**src/shared/xpc_pkg.sv**
```systemverilog
// Package for the crosspoint configuration register bank: map, fields, counts and transfer state
package xpc_pkg;

    // ------------------------------------------------------------------
    // Target address
    // ------------------------------------------------------------------
    localparam logic [7:0] TGT_ADDR_BASE   = 8'h06;
    localparam int         STRAP_LOW_BIT   = 6;
    localparam int         STRAP_HIGH_BIT  = 7;

    // ------------------------------------------------------------------
    // Register map
    // ------------------------------------------------------------------
    localparam logic [7:0] REG_ROUTE_1_2   = 8'h00;
    localparam logic [7:0] REG_ROUTE_3_4   = 8'h01;
    localparam logic [7:0] REG_ROUTE_5_6   = 8'h02;
    localparam logic [7:0] REG_CLAMP_BIAS  = 8'h03;
    localparam logic [7:0] REG_GAIN        = 8'h04;
    localparam logic [7:0] REG_RESET_VAL   = 8'h00;
    localparam logic [7:0] GAIN_USED_MASK  = 8'h3F;

    // ------------------------------------------------------------------
    // Fields and counts
    // ------------------------------------------------------------------
    localparam int         NUM_INPUTS      = 8;
    localparam int         NUM_OUTPUTS     = 6;
    localparam int         NUM_ROUTE_REGS  = 3;
    localparam int         SEL_WIDTH       = 4;
    localparam int         SEL_ODD_LSB     = 0;
    localparam int         SEL_EVEN_LSB    = 4;
    localparam logic [3:0] SEL_OFF         = 4'h0;
    localparam logic [3:0] SEL_MAX         = 4'h8;
    localparam int         BITS_PER_BYTE   = 8;
    localparam logic [3:0] BIT_CNT_ACK     = 4'h8;

    // ------------------------------------------------------------------
    // Transfer state and carried structures
    // ------------------------------------------------------------------
    typedef enum logic [2:0] {
        ST_IDLE    = 3'b000,
        ST_ADDR    = 3'b001,
        ST_REG     = 3'b010,
        ST_DATA    = 3'b011,
        ST_IGNORE  = 3'b100
    } xpc_state_type;

    typedef struct packed {
        logic [7:0] addr;
        logic [7:0] data;
    } xpc_wr_type;

    typedef struct packed {
        logic [NUM_OUTPUTS-1:0][NUM_INPUTS-1:0] route;
        logic [NUM_OUTPUTS-1:0]                 power_down;
        logic [NUM_INPUTS-1:0]                  clamp_mode;
        logic [NUM_OUTPUTS-1:0]                 gain_0db;
    } xpc_ctrl_type;

endpackage : xpc_pkg

```
**src/rtl/xpc_config_regs.sv**
```systemverilog
// Write-only configuration register bank of the crosspoint switch, serial target port
`timescale 1ns/1ps

// Overview of operation
// The target address is 0x06 with strap low setting bit 6 and strap high setting bit 7.
// Each write carries a register address byte then a data byte after the target address.
// Each routing register holds the odd output select in 3:0 and the even one in 7:4.
// A select of 0000 means off and 0001 to 1000 pick inputs one to eight.
// Any number of outputs may pick the same input, each output taking at most one.
// Routing registers for output pairs 1/2, 3/4, 5/6 sit at 0x00, 0x01, 0x02.
// Register 0x03 holds one clamp (1) or bias (0) bit per input, bit n-1 for input n.
// Register 0x04 holds gain bits 5:0, 0 for 6dB and 1 for 0dB, bits 7:6 unused.
// After reset every field is zero: outputs off, inputs biased, gain 6dB.
// Writes to undefined register addresses are acknowledged and change nothing.
// An output with select 0000 is powered down and placed in high impedance.
// Only writes are supported and a read never drives register contents on the data line.
// The device pulls data low in the acknowledge pulse after each byte it receives; the code leaves any byte after the data byte unacknowledged.
// The first byte after a start is the target address.
// A register updates once its data byte is received and acknowledged; other targets are ignored.
// The controller closes each register write with a stop before another transfer; the testbench also cuts one write short with a repeated start.
module xpc_config_regs
    import xpc_pkg::*;
(
    input  wire logic                   clk_i,
    input  wire logic                   rst_i,
    input  wire logic                   scl_i,
    input  wire logic                   sda_i,
    output logic                        sda_o,
    output logic                        sda_oe_n_o,
    input  wire logic                   address_strap_low_i,
    input  wire logic                   address_strap_high_i,
    output logic [NUM_OUTPUTS-1:0][3:0] output_select_o,
    output logic [NUM_OUTPUTS-1:0]      output_power_down_o,
    output logic [NUM_OUTPUTS-1:0]      output_gain_0db_o,
    output logic [NUM_INPUTS-1:0]       input_clamp_mode_o,
    output xpc_ctrl_type                ctrl_o
);

    // ------------------------------------------------------------------
    // Decode functions
    // ------------------------------------------------------------------
    // One-hot input enable for a select nibble; values above eight route nothing
    function automatic logic [NUM_INPUTS-1:0] sel_onehot(input logic [3:0] sel);
        logic [NUM_INPUTS-1:0] oh;
        oh = '0;
        if (sel != SEL_OFF && sel <= SEL_MAX) begin
            oh[3'(sel - 4'h1)] = 1'b1;
        end
        return oh;
    endfunction : sel_onehot

    // Whether a register address is one of the five defined ones
    function automatic logic reg_defined(input logic [7:0] a);
        return (a <= REG_GAIN);
    endfunction : reg_defined

    // ------------------------------------------------------------------
    // Pin synchronisers
    // ------------------------------------------------------------------
    logic scl_s;
    logic sda_s;
    logic strap_lo_s;
    logic strap_hi_s;

    xpc_sync u_sync_scl (.clk_i(clk_i), .rst_i(rst_i), .pin_i(scl_i), .pin_o(scl_s));
    xpc_sync u_sync_sda (.clk_i(clk_i), .rst_i(rst_i), .pin_i(sda_i), .pin_o(sda_s));
    xpc_sync u_sync_sl  (.clk_i(clk_i), .rst_i(rst_i), .pin_i(address_strap_low_i),
                         .pin_o(strap_lo_s));
    xpc_sync u_sync_sh  (.clk_i(clk_i), .rst_i(rst_i), .pin_i(address_strap_high_i),
                         .pin_o(strap_hi_s));

    // ------------------------------------------------------------------
    // Edge and condition detection
    // ------------------------------------------------------------------
    logic scl_d_ff;
    logic sda_d_ff;
    logic scl_rise;
    logic scl_fall;
    logic start_det;
    logic stop_det;

    always_ff @(posedge clk_i or posedge rst_i) begin
        if (rst_i) begin
            scl_d_ff <= 1'b1;
            sda_d_ff <= 1'b1;
        end else begin
            scl_d_ff <= scl_s;
            sda_d_ff <= sda_s;
        end
    end

    assign scl_rise  = scl_s & ~scl_d_ff;
    assign scl_fall  = ~scl_s & scl_d_ff;
    assign start_det = scl_s & scl_d_ff & sda_d_ff & ~sda_s;
    assign stop_det  = scl_s & scl_d_ff & ~sda_d_ff & sda_s;

    // ------------------------------------------------------------------
    // Target address from straps
    // ------------------------------------------------------------------
    logic [7:0] own_addr;

    always_comb begin
        own_addr                 = TGT_ADDR_BASE;
        own_addr[STRAP_LOW_BIT]  = strap_lo_s;
        own_addr[STRAP_HIGH_BIT] = strap_hi_s;
    end

    // ------------------------------------------------------------------
    // Byte receiver and transfer state
    // ------------------------------------------------------------------
    xpc_state_type state_ff;
    xpc_state_type nxt_state;
    logic [7:0]    shift_ff;
    logic [3:0]    bit_cnt_ff;
    logic          ack_ff;
    xpc_wr_type    wr_ff;
    logic          wr_go_ff;
    logic          byte_done;
    logic [7:0]    rx_byte;

    // Byte is complete on the eighth rising clock edge
    assign byte_done = scl_rise && (bit_cnt_ff == BIT_CNT_ACK - 4'h1);
    assign rx_byte   = {shift_ff[6:0], sda_s};

    // Bit counter and shifter; a start restarts framing anywhere
    always_ff @(posedge clk_i or posedge rst_i) begin
        if (rst_i) begin
            shift_ff   <= 8'h00;
            bit_cnt_ff <= 4'h0;
        end else if (start_det || stop_det) begin
            bit_cnt_ff <= 4'h0;
        end else if (scl_rise && bit_cnt_ff <= BIT_CNT_ACK) begin
            shift_ff   <= rx_byte;
            bit_cnt_ff <= bit_cnt_ff + 4'h1; // Ninth rise is the acknowledge pulse
        end else if (scl_fall && bit_cnt_ff == BIT_CNT_ACK + 4'h1) begin
            bit_cnt_ff <= 4'h0; // Acknowledge slot finished
        end
    end

    // Next state on each completed byte
    always_comb begin
        nxt_state = state_ff;
        if (stop_det) begin
            nxt_state = ST_IDLE;
        end else if (start_det) begin
            nxt_state = ST_ADDR;
        end else if (byte_done) begin
            case (state_ff)
                ST_ADDR: begin
                    // Read bit set or foreign address: stay silent
                    if (rx_byte == own_addr) nxt_state = ST_REG;
                    else                     nxt_state = ST_IGNORE;
                end
                ST_REG:    nxt_state = ST_DATA;
                ST_DATA:   nxt_state = ST_IGNORE;
                ST_IGNORE: nxt_state = ST_IGNORE;
                ST_IDLE:   nxt_state = ST_IDLE;
                default:   nxt_state = ST_IDLE;
            endcase
        end
    end

    always_ff @(posedge clk_i or posedge rst_i) begin
        if (rst_i) state_ff <= ST_IDLE;
        else       state_ff <= nxt_state;
    end

    // Acknowledge pending from the eighth rise until the eighth clock falls
    always_ff @(posedge clk_i or posedge rst_i) begin
        if (rst_i) begin
            ack_ff <= 1'b0;
        end else if (start_det || stop_det) begin
            ack_ff <= 1'b0;
        end else if (byte_done && (state_ff == ST_REG || state_ff == ST_DATA ||
                     (state_ff == ST_ADDR && rx_byte == own_addr))) begin
            ack_ff <= 1'b1;
        end else if (scl_fall && bit_cnt_ff == BIT_CNT_ACK) begin
            ack_ff <= 1'b0;
        end
    end

    // Drive low only after the eighth clock has fallen, so the hold is kept
    logic ack_drive_ff;

    always_ff @(posedge clk_i or posedge rst_i) begin
        if (rst_i) begin
            ack_drive_ff <= 1'b0;
        end else if (start_det || stop_det) begin
            ack_drive_ff <= 1'b0;
        end else if (scl_fall && bit_cnt_ff == BIT_CNT_ACK + 4'h1) begin
            ack_drive_ff <= 1'b0; // Ninth clock has fallen, let the line go
        end else if (scl_fall && ack_ff && bit_cnt_ff == BIT_CNT_ACK) begin
            ack_drive_ff <= 1'b1;
        end
    end

    // Open drain: only ever pulls low, never returns register data
    assign sda_o      = 1'b0;
    assign sda_oe_n_o = ~ack_drive_ff;

    // Register address and data capture; write fires at end of acknowledge
    always_ff @(posedge clk_i or posedge rst_i) begin
        if (rst_i) begin
            wr_ff    <= '0;
            wr_go_ff <= 1'b0;
        end else begin
            wr_go_ff <= 1'b0;
            if (byte_done && state_ff == ST_REG) begin
                wr_ff.addr <= rx_byte;
            end
            if (byte_done && state_ff == ST_DATA) begin
                wr_ff.data <= rx_byte;
            end
            if (scl_fall && ack_drive_ff && state_ff == ST_IGNORE) begin
                wr_go_ff <= 1'b1;
            end
        end
    end

    // ------------------------------------------------------------------
    // Register bank
    // ------------------------------------------------------------------
    logic [NUM_ROUTE_REGS-1:0][7:0] route_ff;
    logic [7:0]                     clamp_ff;
    logic [7:0]                     gain_ff;

    // Routing registers indexed by address; undefined addresses fall through
    genvar gr;
    generate
        for (gr = 0; gr < NUM_ROUTE_REGS; gr++) begin : g_route
            always_ff @(posedge clk_i or posedge rst_i) begin
                if (rst_i) begin
                    route_ff[gr] <= REG_RESET_VAL;
                end else if (wr_go_ff && wr_ff.addr == REG_ROUTE_1_2 + 8'(gr)) begin
                    route_ff[gr] <= wr_ff.data;
                end
            end
        end
    endgenerate

    always_ff @(posedge clk_i or posedge rst_i) begin
        if (rst_i) begin
            clamp_ff <= REG_RESET_VAL;
            gain_ff  <= REG_RESET_VAL;
        end else if (wr_go_ff && reg_defined(wr_ff.addr)) begin
            if (wr_ff.addr == REG_CLAMP_BIAS) clamp_ff <= wr_ff.data;
            if (wr_ff.addr == REG_GAIN)       gain_ff  <= wr_ff.data & GAIN_USED_MASK;
        end
    end

    // ------------------------------------------------------------------
    // Control outputs
    // ------------------------------------------------------------------
    // Each output picks one nibble, so it can never take two inputs
    genvar go;
    generate
        for (go = 0; go < NUM_OUTPUTS; go++) begin : g_out
            localparam int LSB = (go % 2 == 0) ? SEL_ODD_LSB : SEL_EVEN_LSB;
            assign output_select_o[go]     = route_ff[go/2][LSB +: SEL_WIDTH];
            assign output_power_down_o[go] = (output_select_o[go] == SEL_OFF);
            assign ctrl_o.route[go]        = sel_onehot(output_select_o[go]);
        end
    endgenerate

    assign output_gain_0db_o   = gain_ff[NUM_OUTPUTS-1:0];
    assign input_clamp_mode_o  = clamp_ff;
    assign ctrl_o.power_down   = output_power_down_o;
    assign ctrl_o.clamp_mode   = input_clamp_mode_o;
    assign ctrl_o.gain_0db     = output_gain_0db_o;

    // ------------------------------------------------------------------
    // Assertions
    // ------------------------------------------------------------------
    property p_off_powers_down;
        @(posedge clk_i) disable iff (rst_i)
        (output_select_o[0] == SEL_OFF) |-> (output_power_down_o[0] && ctrl_o.route[0] == '0);
    endproperty
    a_off_powers_down: assert property (p_off_powers_down)
        else $error("Output one off but not powered down");

    property p_ack_only_low;
        @(posedge clk_i) disable iff (rst_i)
        !sda_oe_n_o |-> (sda_o == 1'b0);
    endproperty
    a_ack_only_low: assert property (p_ack_only_low)
        else $error("Data line driven high");

    property p_ack_after_byte;
        @(posedge clk_i) disable iff (rst_i)
        $fell(sda_oe_n_o) |-> $past(ack_ff) && $past(scl_fall);
    endproperty
    a_ack_after_byte: assert property (p_ack_after_byte)
        else $error("Acknowledge without received byte");

    property p_no_ack_idle;
        @(posedge clk_i) disable iff (rst_i)
        (state_ff == ST_IDLE) |-> sda_oe_n_o;
    endproperty
    a_no_ack_idle: assert property (p_no_ack_idle)
        else $error("Acknowledge while not addressed");

    property p_gain_write;
        @(posedge clk_i) disable iff (rst_i)
        (wr_go_ff && wr_ff.addr == REG_GAIN) |=> (gain_ff == ($past(wr_ff.data) & GAIN_USED_MASK));
    endproperty
    a_gain_write: assert property (p_gain_write)
        else $error("Gain register not updated");

    property p_clamp_write;
        @(posedge clk_i) disable iff (rst_i)
        (wr_go_ff && wr_ff.addr == REG_CLAMP_BIAS) |=> (input_clamp_mode_o == $past(wr_ff.data));
    endproperty
    a_clamp_write: assert property (p_clamp_write)
        else $error("Clamp register not updated");

    property p_undef_no_effect;
        @(posedge clk_i) disable iff (rst_i)
        (wr_go_ff && !reg_defined(wr_ff.addr)) |=> $stable(ctrl_o);
    endproperty
    a_undef_no_effect: assert property (p_undef_no_effect)
        else $error("Undefined address changed state");

    property p_route_pair;
        @(posedge clk_i) disable iff (rst_i)
        (wr_go_ff && wr_ff.addr == REG_ROUTE_3_4) |=>
            (output_select_o[2] == $past(wr_ff.data[3:0]) &&
             output_select_o[3] == $past(wr_ff.data[7:4]));
    endproperty
    a_route_pair: assert property (p_route_pair)
        else $error("Routing nibbles misplaced");

    property p_write_needs_addressing;
        @(posedge clk_i) disable iff (rst_i)
        $rose(wr_go_ff) |-> (state_ff == ST_IGNORE);
    endproperty
    a_write_needs_addressing: assert property (p_write_needs_addressing)
        else $error("Write without data byte");

endmodule : xpc_config_regs

```
**src/rtl/xpc_sync.sv**
```systemverilog
// Two-stage synchroniser for the serial clock and data pins
`timescale 1ns/1ps

module xpc_sync
    import xpc_pkg::*;
(
    input  wire logic clk_i,
    input  wire logic rst_i,
    input  wire logic pin_i,
    output logic      pin_o
);

    logic meta_ff;
    logic sync_ff;

    // ------------------------------------------------------------------
    // Stages
    // ------------------------------------------------------------------
    // Idle bus is high, so reset to high to avoid a false start on release
    always_ff @(posedge clk_i or posedge rst_i) begin
        if (rst_i) begin
            meta_ff <= 1'b1;
            sync_ff <= 1'b1;
        end else begin
            meta_ff <= pin_i;
            sync_ff <= meta_ff;
        end
    end

    assign pin_o = sync_ff;

endmodule : xpc_sync

```
**config.mk**
```make
export PLATFORM = sky130hd
export DESIGN_NAME = xpc_config_regs
export DESIGN_NICKNAME = d
export VERILOG_FILES = /design/src/shared/xpc_pkg.sv /design/src/rtl/xpc_config_regs.sv /design/src/rtl/xpc_sync.sv
export SDC_FILE = /design/constraint.sdc
export NUM_CORES = 1
export LEC_CHECK = 0
export ABC_AREA = 1
export BUFFER_PORTS_ARGS = -buffer_cell sky130_fd_sc_hd__buf_2
export CAP_MARGIN = 30
export CORE_UTILIZATION = 40
export DETAILED_ROUTE_END_ITERATION = 12
export PLACE_DENSITY = 0.69
export SLEW_MARGIN = 20
export SYNTH_ARGS = -nofsm -noshare
export SYNTH_HDL_FRONTEND = slang
export SYNTH_SLANG_ARGS = --single-unit
```
**constraint.sdc**
```tcl
create_clock -name clk_i -period 7.8 [get_ports clk_i]
set_input_delay 1.95 -clock clk_i [delete_from_list [all_inputs] [get_ports clk_i]]
set_output_delay 1.95 -clock clk_i [all_outputs]
set_load 0.03 [all_outputs]
```
==> run metrics, run 1 <==
Critical Path AT 1.99 ns; Post-Route WL 8850 µm; Ys Warns 0; max-cap viol count 0; Die Footprint between 0.01 and 0.015 mm²; layout cells sized above 1 0.260; H-tree depth 3; normalized max-slew margin 0.598; largest family of logic cells by synthesized area simple AND/OR/NAND/NOR gates; Top FF cell, synth dfrtp_1; most area-consuming cells after synthesis dfrtp_1 43%, nand2_1 14%, nor2_1 6.9%; Synth Area in XOR/XNOR 0.0169; Routed WL per cell 11.5 µm; # hold bufs at CTS 0; io pins between 100 and 150; DRT iter0 DRCs 214; Setup Skew ~0.014 ns; largest net degree at the start of global routing between 40 and 50; Cells after Synth ~530; grt total ovfl 0; worst-path maximum fanout 4; outcome finished clean; worst path bufs/invs 4; Reg2Reg Launch Point bit_cnt_ff[0]; ANT cells 0; Cell Area, Synth 0.00415 mm²; max frequency about 0.25 GHz; cell taking the most area after synthesis dfrtp_1; FF-to-FF path depth 7; Clock Power Share 0.361; Rows 36; switching share of total power 0.261; CP top delay family simple AND/OR/NAND/NOR gates; Layout Cells excl Fill about 770; fin crit share 0.505; post-synthesis simple-gate area fraction 0.266; TritonCTS clock tree built; initial antenna violation count 0; R2R setup slack about 6 ns; power density over the cells 171 mW/mm²; post-synthesis average cell area around 7.8 µm²; Internal Power approximately 620 µW; RSZ-0062 raised after global routing false; CP required 5.85 ns; min Tclk post-route slightly below 4 ns; Slew @ Worst Pin 0.602 ns; Compound-Gate Fraction of Synth Area 0.0803; most frequent cell after synthesis nand2_1; #FFs+latches synth 81; crit path max-delay cell type dfrtp_1; Reg power frac 0.550; Adder-Cell Fraction of Synth Area 0.0272; endpoints failing setup 0; Area Growth Syn to Fin 18.9%; Worst-Skew Late Latency about 0.36 ns; TNS Setup 0 ns; syn nets roughly 540; Critical Path Max Stage Delay around 0.42 ns; gpl congestion 0.905; Comb power frac 0.089; RR Endpoint bit_cnt_ff[1]; CP Depth 9; Initial Util 0.418; hpwl dp 6690 µm; Leak roughly 0.0027 µW; CP Class reg -> out; pre-CTS setup slack 4.23 ns; VDD IR max 0.127 mV; global-route wire length before repair around 15000 µm; Startpoint Class register; sequential area share after synthesis 0.492; Clk pin slew, worst setup/hold paths roughly 0.07 ns; Fin. Hold Viols 0; remaining antenna violation count after routing 0; hold_ws about 0.36 ns; Die Y 104 µm; IO Port Bufs about 120; vias around 3600; post-CTS sizing 0; Distinct cells, synth 31; drt drc 0; Cell Chain, Critical Path inv_1, ha_1, inv_1, or2_2, xnor2_1, inv_1, nand2_1, nor2_1, buf_2; CTS sink cnt slightly above 80; Critical Path End Type output pin; clk buf depth 2; Synth top area share 0.429; final net count 645; vias in the first global route ~3400; worst setup margin about 3.9 ns; CP dominant cell by count inv_1; placed insts between 700 and 800; async set-reset flop share out of synthesis 1.00; multiplexer share of the synthesized area 0; post-CTS setup buffer count 0; die width a little over 100 µm; Synth top cells by count 153 x nand2_1, 76 x nor2_1, 73 x inv_1; Util after Layout 0.497; worst setup path end ctrl_o[65]; Clock Tree Root clkbuf_8; NetSw 220 µW; clock buffer count from CTS 9; gr usage total 0.173; drt pass-1 iters 5; Final Max Tran Viols 0; Hold WC Path Type reg -> reg; core area ~0.0099 mm²; CP Launch Point output_select_o[20]; number of synthesized flops with an enable pin 0; routed vias/inst 4.69
-- worst min-delay path by stage --
stage | start | to | cells after the start
CTS | u_sync_sh.meta_ff | u_sync_sh.pin_o | 0
global placement | u_sync_sda.meta_ff | u_sync_sda.pin_o | 0
detailed placement | u_sync_sh.meta_ff | u_sync_sh.pin_o | 0
global route | u_sync_sl.meta_ff | u_sync_sl.pin_o | 0
floorplan | u_sync_scl.meta_ff | u_sync_scl.pin_o | 0
finish | u_sync_sh.meta_ff | u_sync_sh.pin_o | 0
-- per-stage QoR --
step	instance area, µm²	power, µW
floorplan	4150	524
global placement	4710	544
detailed placement	4730	548
CTS	4930	853
global route	4930	886
finish	4930	843
-- area by class of cell --
class | instances | area, µm²
fill | 968 | 4980
sequential | 81 | 2040
multi-input combinational | 344 | 1620
timing repair buffer | 120 | 626
inverter | 74 | 279
tap | 133 | 166
clock buffer | 10 | 138
clock inverter | 5 | 56.3
-- power groups by stage --
stage                     sequential (µW)  combinational [µW]  clock (µW)
after floorplan                       467                56.6           0
after global placement                470                73.2           0
after detailed placement              471                76.7           0
after CTS                             463                77.2         312
after global routing                  466                91.3         328
final                                 463                75.3         304
-- worst register-to-register path, cell delays in order, from the launching register on --
cell and delay [ns]:
dfrtp_1 0.40, inv_1 0.09, ha_1 0.20, nand3_1 0.10
nand2_1 0.06, nand2_1 0.39, nand3_1 0.25, o21ai_0 0.21
-- sequential cells by signal, summed over array words and instances (netlist names), 3 cells and up --
register	count
gain_ff	6
bit_cnt_ff	4
state_ff	3
input_clamp_mode_o	8
wr_ff	16
shift_ff	7
output_select_o	24
-- placed cells by master (no fill, tap or decap), types with 2 or more instances in the layout --
master / Yosys / routed
o22ai_1: 2 / 2
nor3_1: 2 / 2
or2_1: 2 / 2
o21ai_2: 8 / 8
inv_1: 73 / 72
dfstp_2: 10 / 10
nand2_1: 153 / 153
o21ai_1: 27 / 27
ha_1: 9 / 9
clkbuf_8: 0 / 10
buf_2: 5 / 118
or2_2: 6 / 6
nand4_1: 11 / 11
nor2_1: 76 / 76
o21ai_0: 22 / 22
dfrtp_1: 71 / 71
xnor2_1: 7 / 7
nand3_1: 9 / 9
clkinv_2: 0 / 3
-- cells by family after synthesis --
kind of cell | after synthesis
AND/OR/NAND/NOR | 266
buffers and inverters | 104
flip-flops | 81
AO/OA/AOI/OAI | 60
adder cells (fa/ha/maj) | 9
XOR/XNOR | 8
other | 1
-- routing by layer --
metal	track usage	wire, µm	up-vias
li1	-	-	1818
met4	0.0745	202	0
met5	0	0	-
met1	0.204	3830	1649
met2	0.300	4390	115
met3	0.0403	428	19
Note: power is estimated with default switching activity, not from simulation.
==> run 2, diff against run 1 <==
--- a/config.mk
+++ b/config.mk
@@ -10,7 +10,7 @@
 export CAP_MARGIN = 30
 export CORE_UTILIZATION = 40
 export DETAILED_ROUTE_END_ITERATION = 12
-export PLACE_DENSITY = 0.69
+export PLACE_DENSITY = 0.72
 export SLEW_MARGIN = 20
 export SYNTH_ARGS = -nofsm -noshare
 export SYNTH_HDL_FRONTEND = slang
==> constraint.sdc (replaced) <==
create_clock -name clk_i -period 3.5 [get_ports clk_i]
set_input_delay 0.875 -clock clk_i [delete_from_list [all_inputs] [get_ports clk_i]]
set_output_delay 0.875 -clock clk_i [all_outputs]
set_load 0.03 [all_outputs]
==> run metrics, run 2 (same netlist as run 1, synthesis figures left out) <==
outcome finished clean; CTS sink cnt 81 (unchanged); Setup Skew 0.0109 ns (-0.00351 ns); Die Y 104 µm (unchanged); commonest non-fill, non-tap cell in the layout nand2_1; layout cells sized above 1 0.261 (+0.00116); Clk pin slew, worst setup/hold paths 0.09 ns (+0.02 ns); hpwl dp 6710 µm (+0.30%); placed insts 752 (unchanged); RSZ-0062 raised after global routing false; Util after Layout 0.501 (+0.00341); endpoints failing setup 0 (unchanged); Hold WC Path Type reg -> reg; clock buffer count from CTS 9 (unchanged); IO Port Bufs 118 (unchanged); worst setup margin 0.610 ns (-3.25 ns); vias in the first global route 3358 (-0.21%); Reg power frac 0.509 (-0.041); CP required 2.62 ns (-3.23 ns); gpl congestion 0.853 (-5.8%); NetSw 508 µW (+130%); power density over the cells 409 mW/mm² (+140%); routed vias/inst 4.66 (-0.71%); TNS Setup 0 ns (unchanged); Fin. Hold Viols 0 (unchanged); fin crit share 0.826; clk buf depth 2 (unchanged); Critical Path AT 2.01 ns (+0.02 ns); pre-CTS setup slack 0.995 ns (-3.23 ns); grt total ovfl 0 (unchanged); post-CTS setup buffer count 0 (unchanged); H-tree depth 3 (unchanged); # hold bufs at CTS 0 (unchanged); switching share of total power 0.250 (-0.0109); Initial Util 0.418 (unchanged); Critical Path End Type output pin; remaining antenna violation count after routing 0 (unchanged); Startpoint Class register; Slew @ Worst Pin 0.659 ns (+0.0572 ns); largest net degree at the start of global routing 42 (-11%); final net count 645 (unchanged); most frequent cells in the layout 153 x nand2_1, 118 x buf_2, 76 x nor2_1; max-cap viol count 0 (unchanged); initial antenna violation count 0 (unchanged); Final Max Tran Viols 0 (unchanged); Worst-Skew Late Latency 0.35 ns (about the same); worst-path maximum fanout 4 (unchanged); Rows 36 (unchanged); ANT cells 0 (unchanged); Power Total 2030 µW (+140%); normalized max-slew margin 0.560 (-0.0375); R2R setup slack 1.75 ns (-4.27 ns); max reg flops 24 (unchanged); Clock Tree Root clkbuf_8; TritonCTS clock tree built; VDD IR max 0.259 mV (+100%); Die Footprint 0.0108 mm² (unchanged); gr usage total 0.169 (-0.00345); drt drc 0 (unchanged); io pins 120 (unchanged); core area 0.00991 mm² (unchanged); Routed WL per cell 11.4 µm (-1.4%); Layout Cells excl Fill 768 (+0.13%); Leak 0.00272 µW (+0.55%); DRT iter0 DRCs 254 (+19%); Filler cells 938 (-3.1%); min Tclk post-route approximately 2.9 ns; CP Class reg -> out; Post-Route WL 8740 µm (-1.3%); Area Growth Syn to Fin 19.7%; die width 104 µm (unchanged); Internal Power 1520 µW (+140%); max frequency between 0.3 and 0.4 GHz; vias 3580 (-0.58%); Comb power frac 0.082 (-0.007); Clock Power Share 0.408 (+0.047); post-CTS sizing 0 (unchanged); global-route wire length before repair 15000 µm (-0.63%); drt pass-1 iters 4 (-1)
==> run 2: changes by cell type in the layout (fill, tap and decap cells not counted), sizes merged <==
cell | previous run | this run
inv | 72 | 75
clkbuf | 10 | 9
bufinv | 1 | 3
clkinv | 5 | 2
==> run 2: final cells by class <==
class                           instances  area [µm²]  area share
Sequential cell                        81        2040       0.411
Multi-Input combinational cell        344        1620       0.327
Timing Repair Buffer                  120         606       0.122
Inverter                               74         279      0.0562
Tap cell                              133         166      0.0335
Clock buffer                            9         124      0.0250
Clock inverter                          7         124      0.0250
==> run 2: through the flow <==
step,hold slack [ns],instance area [µm²]
2_1_floorplan,0.345,4150
5_1_grt,0.362,4960
4_1_cts,0.359,4960
3_5_place_dp,0.348,4710
6_report,0.358,4960
3_3_place_gp,0.345,4710
==> run 2: per-layer routing <==
layer / share of wire / global-route usage / vias to the layer above
met2: 0.49 / 0.295 / 109
met3: 0.051 / 0.0283 / 14
met1: 0.44 / 0.209 / 1631
li1: - / - / 1826
met4: 0.017 / 0.0643 / 0
met5: 0 / 0 / -
==> run 2: path summary, 6_finish.rpt <==
| check | end | startpoint | cells past startpoint |
|---|---|---|---|
| min in group asynchronous | shift_ff[1] | rst_i | 2 |
| worst min register to register | u_sync_sl.pin_o | u_sync_sl.meta_ff | 0 |
| worst min-delay path | u_sync_sl.pin_o | u_sync_sl.meta_ff | 0 |
| max in group asynchronous | scl_d_ff | rst_i | 3 |
| worst max-delay path | ctrl_o[59] | output_select_o[16] | 9 |
| worst max register to register | bit_cnt_ff[1] | bit_cnt_ff[0] | 7 |
==> run 2: power groups by stage <==
stage	Combinational [µW]	Sequential, µW	Clock [µW]
final	167	1030	829
after global routing	206	1040	880
after CTS	172	1030	847
after detailed placement	171	1050	0
after global placement	164	1050	0
after floorplan	126	1040	0
==> run 2: critical path: stages (launching register included) <==
cell and delay [ns]:
dfrtp_1 0.41, inv_1 0.09, ha_1 0.14, inv_1 0.04, or2_2 0.29, xnor2_1 0.13
inv_1 0.07, nand2_1 0.10, nor2_1 0.15, buf_2 0.24
